==> src/cic_pkg.sv <==
// Contract
// - control register mirrored at two bank addresses
// - group enable passes unmasked peripheral requests
// - group enable low blocks all peripheral requests
// - timer overflow enable gates its flag
// - external pin enable gates its flag
// - pin change enable gates its flag
// - per-pin enable also needed for change
// - timer rollover sets timer flag
// - external event sets flag, software clears
// - change on pins 5..0 sets flag
// - reset keeps timer count; load before clearing
// - flags set regardless of the interrupt enables; the pin change flag needs a per-pin enable
package cic_pkg;

  // ----------------------------------------------------------------
  // bus and register map
  // ----------------------------------------------------------------
  localparam int          ADDR_W          = 8;
  localparam int          DATA_W          = 8;
  localparam logic [7:0]  OFF_ICTL_BANK0  = 8'h0b;
  localparam logic [7:0]  OFF_ICTL_BANK1  = 8'h8b;
  localparam logic [7:0]  OFF_EVT_STATUS  = 8'h10;
  localparam logic [7:0]  OFF_EVT_MASK    = 8'h11;
  localparam logic [7:0]  OFF_PIN_ENABLES = 8'h12;
  localparam logic [7:0]  OFF_PIN_LEVEL   = 8'h13;
  localparam logic [7:0]  OFF_PENDING     = 8'h14;

  // ----------------------------------------------------------------
  // interrupt_control fields
  // ----------------------------------------------------------------
  localparam int          BIT_GLOBAL_EN   = 7;
  localparam int          BIT_PERIPH_EN   = 6;
  localparam int          BIT_TIMER_EN    = 5;
  localparam int          BIT_EXTIE       = 4;
  localparam int          BIT_PCIE        = 3;
  localparam int          BIT_TIMER_FLAG  = 2;
  localparam int          BIT_EXTIF       = 1;
  localparam int          BIT_PCIF        = 0;
  localparam logic [7:0]  ICTL_RESET      = 8'h00;

  // ----------------------------------------------------------------
  // pending view bit positions
  // ----------------------------------------------------------------
  localparam int          PEND_COUNT      = 5;
  localparam int          PEND_PIN        = 0;
  localparam int          PEND_EXT        = 1;
  localparam int          PEND_TIMER      = 2;
  localparam int          PEND_PERIPH     = 3;
  localparam int          PEND_CORE       = 4;

  // ----------------------------------------------------------------
  // pins, events and reset values
  // ----------------------------------------------------------------
  localparam int          PIN_COUNT       = 6;
  localparam int          EVT_COUNT       = 4;
  localparam int          EVT_TIMER       = 0;
  localparam int          EVT_EXT         = 1;
  localparam int          EVT_PIN         = 2;
  localparam int          EVT_CORE        = 3;
  localparam logic [7:0]  PIN_EN_RESET    = 8'h00;
  localparam logic [7:0]  EVT_RESET       = 8'h00;

endpackage

==> src/cic_pin_change.sv <==
`timescale 1ns/1ns
module cic_pin_change
  import cic_pkg::*;
#(
  parameter int NUM_PINS = PIN_COUNT
)
(
  input  wire logic                clk_sys,
  input  wire logic                rst_n,
  input  wire logic [NUM_PINS-1:0] pins,
  input  wire logic [NUM_PINS-1:0] pin_enables,
  output logic                     change
);

  logic [NUM_PINS-1:0] prev_q;
  logic [NUM_PINS-1:0] prev_d;
  logic                primed_q;
  logic                primed_d;
  logic [NUM_PINS-1:0] hit;

  // ----------------------------------------------------------------
  // per-pin compare against last sample
  // ----------------------------------------------------------------
  for (genvar i = 0; i < NUM_PINS; i++)
  begin : g_pin
    assign hit[i] = primed_q & pin_enables[i] & (pins[i] ^ prev_q[i]);
  end

  assign change = |hit;

  always_comb
  begin
    prev_d   = pins;
    primed_d = 1'b1;
  end

  always_ff @(posedge clk_sys or negedge rst_n)
  begin
    if (!rst_n)
    begin
      prev_q   <= '0;
      primed_q <= 1'b0;
    end
    else
    begin
      prev_q   <= prev_d;
      primed_q <= primed_d;
    end
  end

endmodule // cic_pin_change

==> src/cic_evt_status.sv <==
`timescale 1ns/1ns
module cic_evt_status
  import cic_pkg::*;
#(
  parameter int WIDTH = EVT_COUNT
)
(
  input  wire logic             clk_sys,
  input  wire logic             rst_n,
  input  wire logic [WIDTH-1:0] evt_set,
  input  wire logic             status_wr,
  input  wire logic             mask_wr,
  input  wire logic [WIDTH-1:0] wdata,
  output logic      [WIDTH-1:0] status_q,
  output logic      [WIDTH-1:0] mask_q,
  output logic                  irq_q
);

  logic [WIDTH-1:0] status_d;
  logic [WIDTH-1:0] mask_d;
  logic             irq_d;
  logic [WIDTH-1:0] clr;

  // ----------------------------------------------------------------
  // sticky status, write one to clear, a new event wins
  // ----------------------------------------------------------------
  always_comb
  begin
    clr      = status_wr ? wdata : '0;
    status_d = (status_q & ~clr) | evt_set;
    mask_d   = mask_wr ? wdata : mask_q;
    irq_d    = |(status_d & mask_d);
  end

  always_ff @(posedge clk_sys or negedge rst_n)
  begin
    if (!rst_n)
    begin
      status_q <= EVT_RESET[WIDTH-1:0];
      mask_q   <= EVT_RESET[WIDTH-1:0];
      irq_q    <= 1'b0;
    end
    else
    begin
      status_q <= status_d;
      mask_q   <= mask_d;
      irq_q    <= irq_d;
    end
  end

endmodule // cic_evt_status

==> src/cic_core_irq_ctrl.sv <==
`timescale 1ns/1ns
module cic_core_irq_ctrl
  import cic_pkg::*;
#(
  parameter int NUM_PINS = PIN_COUNT
)
(
  input  wire logic                clk_sys,
  input  wire logic                rst_n,
  input  wire logic [ADDR_W-1:0]   reg_addr,
  input  wire logic [DATA_W-1:0]   reg_wdata,
  input  wire logic                reg_wr,
  input  wire logic                reg_rd,
  output logic      [DATA_W-1:0]   reg_rdata,
  input  wire logic                timer_zero_rollover,
  input  wire logic                external_irq_pin,
  input  wire logic [NUM_PINS-1:0] gpio_pins,
  input  wire logic                periph_irq_req,
  output logic                     core_irq_req,
  output logic                     event_irq
);

  // ----------------------------------------------------------------
  // address decode
  // ----------------------------------------------------------------
  function automatic logic is_ictl(input logic [ADDR_W-1:0] a);
    is_ictl = (a == OFF_ICTL_BANK0) || (a == OFF_ICTL_BANK1);
  endfunction

  function automatic logic is_reg(input logic [ADDR_W-1:0] a,
                                  input logic [ADDR_W-1:0] off);
    is_reg = (a == off);
  endfunction

  function automatic logic gated(input logic flag,
                                 input logic en);
    gated = flag & en;
  endfunction

  // ----------------------------------------------------------------
  // declarations
  // ----------------------------------------------------------------
  logic [DATA_W-1:0]   ictl_q;
  logic [DATA_W-1:0]   ictl_d;
  logic [NUM_PINS-1:0] pin_en_q;
  logic [NUM_PINS-1:0] pin_en_d;
  logic [NUM_PINS-1:0] pin_level_q;
  logic [NUM_PINS-1:0] pin_level_d;
  logic                ext_prev_q;
  logic                ext_prev_d;
  logic [DATA_W-1:0]   rdata_q;
  logic [DATA_W-1:0]   rdata_d;
  logic                core_irq_q;
  logic                core_irq_d;

  logic                ictl_wr;
  logic                evt_status_wr;
  logic                evt_mask_wr;
  logic                pin_en_wr;

  logic                timer_event;
  logic                ext_event;
  logic                pin_event;
  logic                core_rise;

  logic                timer_pending;
  logic                ext_pending;
  logic                pin_pending;
  logic                periph_pending;
  logic                any_pending;

  logic [EVT_COUNT-1:0] evt_set;
  logic [EVT_COUNT-1:0] evt_status;
  logic [EVT_COUNT-1:0] evt_mask;
  logic                 evt_irq;
  logic [PEND_COUNT-1:0] pending_vec;

  // ----------------------------------------------------------------
  // write strobes
  // ----------------------------------------------------------------
  assign ictl_wr       = reg_wr && is_ictl(reg_addr);
  assign evt_status_wr = reg_wr && is_reg(reg_addr, OFF_EVT_STATUS);
  assign evt_mask_wr   = reg_wr && is_reg(reg_addr, OFF_EVT_MASK);
  assign pin_en_wr     = reg_wr && is_reg(reg_addr, OFF_PIN_ENABLES);

  // ----------------------------------------------------------------
  // source events
  // ----------------------------------------------------------------
  // the timer count lives outside; only its rollover pulse is seen here,
  // so a reset here never touches the count
  assign timer_event = timer_zero_rollover;

  // external pin interrupt on a rising edge of the pin
  assign ext_event   = external_irq_pin & ~ext_prev_q;

  cic_pin_change #(
    .NUM_PINS    (NUM_PINS)
  ) u_pin_change (
    .clk_sys     (clk_sys),
    .rst_n       (rst_n),
    .pins        (gpio_pins),
    .pin_enables (pin_en_q),
    .change      (pin_event)
  );

  always_comb
  begin
    ext_prev_d = external_irq_pin;
  end

  always_ff @(posedge clk_sys or negedge rst_n)
  begin
    if (!rst_n)
    begin
      ext_prev_q <= 1'b0;
    end
    else
    begin
      ext_prev_q <= ext_prev_d;
    end
  end

  // ----------------------------------------------------------------
  // pin level snapshot
  // ----------------------------------------------------------------
  // software sees the levels one cycle late, as the change detector does
  always_comb
  begin
    pin_level_d = gpio_pins;
  end

  always_ff @(posedge clk_sys or negedge rst_n)
  begin
    if (!rst_n)
    begin
      pin_level_q <= '0;
    end
    else
    begin
      pin_level_q <= pin_level_d;
    end
  end

  // ----------------------------------------------------------------
  // interrupt_control register
  // ----------------------------------------------------------------
  // a flag set in the same cycle as a software write of 0 stays set
  always_comb
  begin
    ictl_d = ictl_q;
    if (ictl_wr)
    begin
      ictl_d = reg_wdata;
    end
    if (timer_event)
    begin
      ictl_d[BIT_TIMER_FLAG] = 1'b1;
    end
    if (ext_event)
    begin
      ictl_d[BIT_EXTIF] = 1'b1;
    end
    if (pin_event)
    begin
      ictl_d[BIT_PCIF] = 1'b1;
    end
  end

  always_ff @(posedge clk_sys or negedge rst_n)
  begin
    if (!rst_n)
    begin
      ictl_q <= ICTL_RESET;
    end
    else
    begin
      ictl_q <= ictl_d;
    end
  end

  // ----------------------------------------------------------------
  // per-pin change enables
  // ----------------------------------------------------------------
  // reset leaves every pin out of the change detector
  always_comb
  begin
    pin_en_d = pin_en_q;
    if (pin_en_wr)
    begin
      pin_en_d = reg_wdata[NUM_PINS-1:0];
    end
  end

  always_ff @(posedge clk_sys or negedge rst_n)
  begin
    if (!rst_n)
    begin
      pin_en_q <= PIN_EN_RESET[NUM_PINS-1:0];
    end
    else
    begin
      pin_en_q <= pin_en_d;
    end
  end

  // ----------------------------------------------------------------
  // request gating
  // ----------------------------------------------------------------
  assign timer_pending  = gated(ictl_q[BIT_TIMER_FLAG], ictl_q[BIT_TIMER_EN]);
  assign ext_pending    = gated(ictl_q[BIT_EXTIF], ictl_q[BIT_EXTIE]);
  assign pin_pending    = gated(ictl_q[BIT_PCIF], ictl_q[BIT_PCIE]);
  // the peripheral line comes in already masked per source, so only the group enable applies
  assign periph_pending = gated(periph_irq_req, ictl_q[BIT_PERIPH_EN]);

  assign any_pending    = timer_pending | ext_pending | pin_pending | periph_pending;

  // ----------------------------------------------------------------
  // pending view for software
  // ----------------------------------------------------------------
  always_comb
  begin
    pending_vec              = '0;
    pending_vec[PEND_PIN]    = pin_pending;
    pending_vec[PEND_EXT]    = ext_pending;
    pending_vec[PEND_TIMER]  = timer_pending;
    pending_vec[PEND_PERIPH] = periph_pending;
    pending_vec[PEND_CORE]   = core_irq_q;
  end

  // ----------------------------------------------------------------
  // core request register
  // ----------------------------------------------------------------
  always_comb
  begin
    core_irq_d = ictl_q[BIT_GLOBAL_EN] & any_pending;
  end

  always_ff @(posedge clk_sys or negedge rst_n)
  begin
    if (!rst_n)
    begin
      core_irq_q <= 1'b0;
    end
    else
    begin
      core_irq_q <= core_irq_d;
    end
  end

  assign core_irq_req = core_irq_q;

  // ----------------------------------------------------------------
  // event status and mask, one level interrupt
  // ----------------------------------------------------------------
  // a new core request is logged too, so software can tell it was raised
  assign core_rise = core_irq_d & ~core_irq_q;

  always_comb
  begin
    evt_set            = '0;
    evt_set[EVT_TIMER] = timer_event;
    evt_set[EVT_EXT]   = ext_event;
    evt_set[EVT_PIN]   = pin_event;
    evt_set[EVT_CORE]  = core_rise;
  end

  cic_evt_status #(
    .WIDTH     (EVT_COUNT)
  ) u_evt_status (
    .clk_sys   (clk_sys),
    .rst_n     (rst_n),
    .evt_set   (evt_set),
    .status_wr (evt_status_wr),
    .mask_wr   (evt_mask_wr),
    .wdata     (reg_wdata[EVT_COUNT-1:0]),
    .status_q  (evt_status),
    .mask_q    (evt_mask),
    .irq_q     (evt_irq)
  );

  assign event_irq = evt_irq;

  // ----------------------------------------------------------------
  // read data, valid the cycle after the read strobe
  // ----------------------------------------------------------------
  always_comb
  begin
    rdata_d = '0;
    if (reg_rd)
    begin
      if (is_ictl(reg_addr))
      begin
        rdata_d = ictl_q;
      end
      else
      begin
        unique case (reg_addr)
          OFF_EVT_STATUS:
          begin
            rdata_d[EVT_COUNT-1:0] = evt_status;
          end
          OFF_EVT_MASK:
          begin
            rdata_d[EVT_COUNT-1:0] = evt_mask;
          end
          OFF_PIN_ENABLES:
          begin
            rdata_d[NUM_PINS-1:0] = pin_en_q;
          end
          OFF_PIN_LEVEL:
          begin
            rdata_d[NUM_PINS-1:0] = pin_level_q;
          end
          OFF_PENDING:
          begin
            rdata_d[PEND_COUNT-1:0] = pending_vec;
          end
          default:
          begin
            rdata_d = '0;
          end
        endcase
      end
    end
  end

  always_ff @(posedge clk_sys or negedge rst_n)
  begin
    if (!rst_n)
    begin
      rdata_q <= '0;
    end
    else
    begin
      rdata_q <= rdata_d;
    end
  end

  assign reg_rdata = rdata_q;

endmodule // cic_core_irq_ctrl

==> config.mk <==
export PLATFORM = sky130hd
export DESIGN_NAME = cic_core_irq_ctrl
export DESIGN_NICKNAME = d
export VERILOG_FILES = /design/src/cic_pkg.sv /design/src/cic_pin_change.sv /design/src/cic_evt_status.sv /design/src/cic_core_irq_ctrl.sv
export SDC_FILE = /design/constraint.sdc
export NUM_CORES = 1
export LEC_CHECK = 0
export ABC_CLOCK_PERIOD_IN_PS = 1720
export BUFFER_PORTS_ARGS = -buffer_cell sky130_fd_sc_hd__buf_2
export CAP_MARGIN = 10
export CORE_ASPECT_RATIO = 1.75
export CORE_MARGIN = 8
export CORE_UTILIZATION = 54
export DETAILED_ROUTE_END_ITERATION = 7
export PLACE_DENSITY = 0.83
export SKIP_CTS_REPAIR_TIMING = 1
export SLEW_MARGIN = 10
export SYNTH_ARGS = -nofsm -noshare
export SYNTH_HDL_FRONTEND = slang
export SYNTH_HIERARCHICAL = 1
export SYNTH_SLANG_ARGS = --single-unit
==> constraint.sdc <==
create_clock -name clk_sys -period 1.72 [get_ports clk_sys]
set_input_delay 0.258 -clock clk_sys [delete_from_list [all_inputs] [get_ports clk_sys]]
set_output_delay 0.258 -clock clk_sys [all_outputs]
set_load 0.1 [all_outputs]
Word level (Yosys, flattened, before mapping)
Cells that the tools add are included.
{"block": "word_totals", "regBits": 40, "in_bits": 29}
{"block": "op_classes", "n_eq_ne": 7, "mux": 11, "bitwise": 34, "n_reduce_logical": 10}
{"op": "== test 8 x 5 -> 1 bit (second input constant)", "n": 5}
{"op": "one-hot mux 4 bit (5 select lines)", "n": 1}
{"op": "bitwise AND 1 bit", "n": 19}
{"op": "2-to-1 mux 8 bit", "n": 2}
{"op": "bitwise AND 4 bit", "n": 2}
{"op": "== test 8 x 4 -> 1 bit (second input constant)", "n": 1}
{"op": "== test 8 bit (second input constant)", "n": 1}
{"op": "2-to-1 mux 4 bit", "n": 2}
{"op": "nonzero test 2 bit", "n": 3}
{"op": "OR reduction 6 bit", "n": 1}
{"op": "bitwise XOR 1 bit", "n": 6}
{"op": "logical AND 1 bit", "n": 4}
{"op": "inverter 4 bit", "n": 1}
{"op": "OR 4 bit", "n": 1}
{"op": "OR reduction 4 bit", "n": 1}
{"op": "2-to-1 mux 1 bit", "n": 3}
{"op": "2-to-1 mux 3 bit", "n": 1}
{"op": "OR 1 bit", "n": 3}
{"op": "one-hot mux 1 bit (3 select lines)", "n": 1}
{"op": "inverter 1 bit", "n": 2}
{"op": "one-hot mux 1 bit (2 select lines)", "n": 1}
{"op": "logical OR 1 bit", "n": 1}

Longest topological paths before layout
{"block": "depth", "word_depth": 9, "ltp_mapped": 8}

Hierarchy
Netlist, hierarchy kept.
{"mod": "cic_core_irq_ctrl", "n_inst": 1, "cells_each": 107, "area_each_um2": 1356.3, "seq_area_each_um2": 750.7}
{"mod": "cic_evt_status", "n_inst": 1, "cells_each": 26, "area_each_um2": 362.8, "seq_area_each_um2": 225.2}
{"mod": "cic_pin_change", "n_inst": 1, "cells_each": 21, "area_each_um2": 276.5, "seq_area_each_um2": 175.2}

Worst setup path after synthesis
OpenSTA, ideal clock, no wires.
{"block": "synth_timing", "path_kind": "input to register", "start": "input reg_addr[5]", "end": "register u_evt_status.irq_q", "setup_time_ps": 132, "arrival_ps": 2234, "required_time_ps": 1588, "slack_ps": -646, "cell_stages": 8, "path_cell_list": "or4b_1 > buf_2 > nor3_4 > nand2_1 > nor3b_1 > mux2_2 > o21ai_2 > nand4_1"}
{"element": "start, declared", "line": "cic_core_irq_ctrl.sv:10", "source": "input wire logic [ADDR_W-1:0] reg_addr,"}
{"element": "== test 8 x 5 -> 1 bit", "line": "cic_core_irq_ctrl.sv:32", "source": "is_reg = (a == off);"}
{"element": "logical AND 1 bit", "line": "cic_core_irq_ctrl.sv:83", "source": "assign evt_mask_wr = reg_wr && is_reg(reg_addr, OFF_EVT_MASK);"}
{"element": "net evt_mask_wr", "line": "cic_core_irq_ctrl.sv:58", "source": "logic evt_mask_wr;"}
{"element": "2-to-1 mux 4 bit", "line": "cic_evt_status.sv:31", "source": "mask_d = mask_wr ? wdata : mask_q;"}
{"element": "net u_evt_status.mask_d[2]", "line": "cic_evt_status.sv:20", "source": "logic [WIDTH-1:0] mask_d;"}
{"element": "bitwise AND 4 bit", "line": "cic_evt_status.sv:32", "source": "irq_d = |(status_d & mask_d);"}
{"element": "OR reduction 4 bit", "line": "cic_evt_status.sv:32"}
{"element": "net u_evt_status.irq_d", "line": "cic_evt_status.sv:21", "source": "logic irq_d;"}
{"element": "end signal, assigned", "line": "cic_evt_status.sv:47", "source": "irq_q <= irq_d;"}
{"element": "end, declared", "line": "cic_evt_status.sv:16", "source": "output logic irq_q"}
The timed path passes the listed nets, and every way through them passes these cells.
A chain may end at the register's enable or synchronous reset.

Final worst setup path
Same ends and word-level chain as after synthesis.

==> metrics.md <==
| Metric | Value |
|---|---|
| Violated checks | setup timing |
| Most used DFF post-synth | dfrtp_1 |
| Fin Clk Skew | 0.008088 ns |
| CTS tree | done |
| Fin. Hold Viols | 0 |
| Mapped Nets | 183 |
| Leading area contributor after synthesis | dfrtp_1 |
| Busiest grt layer | met2 |
| Seq pwr share | 0.554 |
| M1 GR Usage | 0.1701 |
| Yosys top cell area share | 0.5768 |
| Sequential element share of the synthesized area | 0.5768 |
| F_max | 537.2 MHz |
| Fraction of layout cells with a size suffix above 1 | 0.4272 |
| Netlist cell types | 39 |
| RSZ-0062 raised after global routing | yes |
| Clock Sinks | 46 |
| Simple-gate share of the synthesized area | 0.1329 |
| Filler cells | 270 |
| Status | finished, violations left |
| Ports | 39 |
| Worst setup margin | -0.1414 ns |
| Total design power | 0.002141 W |
| Initial Util | 0.5556 |
| P&R area growth vs syn | 24.33% |
| Synth area leaders | dfrtp_1 58%, mux2_2 9.6%, mux4_2 3.4% |
| Die area | 5974 um2 |
| Maximum VDD drop | 0.0008511 V |
| Post-synthesis mux area share | 0.1348 |
| Post-synth EDFFs | 0 |
| H-Tree Depth | 2 |
| Cell Rows | 29 |
| Finished Core Util | 0.6907 |
| Synthesized instance count | 154 |
| Synth Area in XOR/XNOR | 0.02633 |
| P_sw | 0.0005482 W |
| GR Overflow Total | 0 |
| DRC viols | 0 |
| Num CTS Buffers | 5 |
| DR iter-0 viols | 23 |
| Crit path max fanout | 4 |
| Core area | 3592 um2 |
| Worst Setup Slack post-DPL | -0.4330 ns |
| CTS max path bufs | 2 |
| CP required | 1.89 ns |
| Share of the cycle needed by the critical path after routing | 1.082 |
| Vias in the first global route | 1575 |
| Vertical die dimension | 96.42 um |
| Via density | 5.714 |
| Placer Congestion | 0.9124 |
| Largest family of logic cells by synthesized area | multiplexers |
| Largest net degree at the start of global routing | 27 |
| Synthesis Warnings | 6 |
| Initial antenna violation count | 0 |
| Layout net count | 241 |
| Kind of critical path | input port to flop |
| First-pass GRT wire length | 7.479 mm |
| Mapped Avg Cell Area | 12.96 um2 |
| Clock Latency Late Sink | 0.30 ns |
| Share of power burned in the clock network | 0.310 |
| CP endpoint kind | flop |
| Top-count cell post-synth | dfrtp_1 |
| ANT nets after route | 0 |
| Sw frac | 0.2561 |
| Hold_ws | 0.08301 ns |
| Clock transition at the registers of the reported paths | 0.08 ns |
| GR Util met3 | 0.04111 |
| Slowest stage delay, CP | 0.56 ns |
| GRT met2 Usage | 0.3079 |
| Root Buffer | clkbuf_8 |
| PwrDens | 862.9 nW/um2 |
| Worst Path Arrival | 2.03 ns |
| Drt wl/cell | 17.78 um |
| Comb pwr share | 0.136 |
| LEAKAGE | 1.184 nW |
| Startpoint types | input port |
| Port buffer count | 38 |
| Final HPWL DP | 3.704 mm |
| Synth Area in Compound Gates | 0.1110 |
| Crit-path slowest cell | or4b_4 |
| Die width | 61.96 um |
| Hold crit path type | input port to flop |
| Drt pass-1 iters | 4 |
| Placed Cells | 250 |
| Total GRT Usage | 0.1738 |
| Final setup violation count | 1 |
| Minimum clock period | 1.861 ns |
| Cell Area, Synth | 1996 um2 |
| Synth Register Bits | 46 |
| Fin cells | 259 |
| Diode count | 0 |
| Final Max Tran Viols | 0 |
| Adder-Cell Fraction of Synth Area | 0 |
| Crit-path cells | buf_2 -> or4b_4 -> nor3_4 -> nand2_2 -> nor3b_4 -> mux2_2 -> o21ai_2 -> nand4_1 |
| Via count | 1480 |
| List of most frequent post-synthesis cells | 46 x dfrtp_1, 17 x mux2_2, 7 x nand2_1, 6 x a21boi_0, 6 x xor2_1 |
| Int Pwr | 0.001593 W |
| Wirelength, routed | 4.605 mm |
| Asr flop ratio synth | 1.000 |
| Max Cap Viol | 0 |
[state kept, by name, summed over array words and instances (netlist names)]
register and cells:
core_irq_req 1, u_evt_status/irq_q 1, pin_level_q 6, ictl_q 8
u_pin_change/primed_q 1, reg_rdata 8, pin_en_q 6, u_evt_status/status_q 4
u_evt_status/mask_q 4, u_pin_change/prev_q 6, ext_prev_q 1
[worst paths after layout]
| path | start | endpoint | slack, ns | cells after the start |
|---|---|---|---|---|
| min reg2reg | ictl_q[6] | reg_rdata[6] | 0.53 | 1 |
| min | external_irq_pin | ext_prev_q | 0.08 | 1 |
| min in group asynchronous | rst_n | ictl_q[7] | 0.44 | 2 |
| max | reg_addr[5] | u_evt_status/irq_q | -0.14 | 8 |
| max in group asynchronous | rst_n | u_evt_status/status_q[2] | 0.79 | 3 |
| max reg2reg | u_pin_change/primed_q | u_evt_status/irq_q | 0.25 | 5 |
[cells in the final DEF (no fill, tap or decap), drive strengths merged, types with 4 or more instances in the layout]
cell,Yosys,routed
nor2b,4,4
mux2,17,17
a21boi,6,6
inv,4,4
clkbuf,0,7
dfrtp,46,46
xor2,6,6
or2,4,4
nor4,5,5
nand2,7,7
and3,5,5
buf,4,54
o21ai,9,9
[layout make-up]
cell class	instances	area, um2	area share
clock buffer	7	86.33	0.03480
multi-input combinational	100	833.3	0.3359
tap	46	57.56	0.02320
timing repair buffer	55	332.8	0.1341
inverter	4	15.01	0.006051
sequential	46	1151	0.4639
clock inverter	1	5.005	0.002017
[power groups by stage]
stage | clock, W | sequential [W] | combinational, W
floorplan | 0 | 0.00124 | 0.000123
finish | 0.000663 | 0.00119 | 0.000292
global placement | 0 | 0.00120 | 0.000280
detailed placement | 0 | 0.00121 | 0.000291
CTS | 0.000684 | 0.00119 | 0.000292
global route | 0.000729 | 0.00119 | 0.000315
[per-layer routing]
layer  vias up  share of wire
li1        692              -
met1       716           0.35
met2        57           0.55
met3        15          0.059
met4         0          0.042
met5         -              0
[stage by stage]
step           instance area (um2)  setup TNS (ns)
2_1_floorplan                 2023          -3.524
3_3_place_gp                  2380          -3.048
3_5_place_dp                  2380          -3.501
4_1_cts                       2471         -0.1190
5_1_grt                       2481         -0.3926
6_report                      2481         -0.1414
[cell families after synthesis]
group,after synthesis
AOI/OAI and AO/OA,31
other,1
muxes,21
buffers and inverters,8
and+or+nand+nor,41
xor gates and xnor gates,6
DFF,46
[worst max-delay path, delay by kind of cell]
| kind | cells | cell delay [ns] |
|---|---|---|
| mux | 1 | 0.40 |
| simple gates | 5 | 1.20 |
| buf+inv | 1 | 0.11 |
| compound gates | 1 | 0.06 |
No activity file was read; power rests on OpenSTA's default activity.
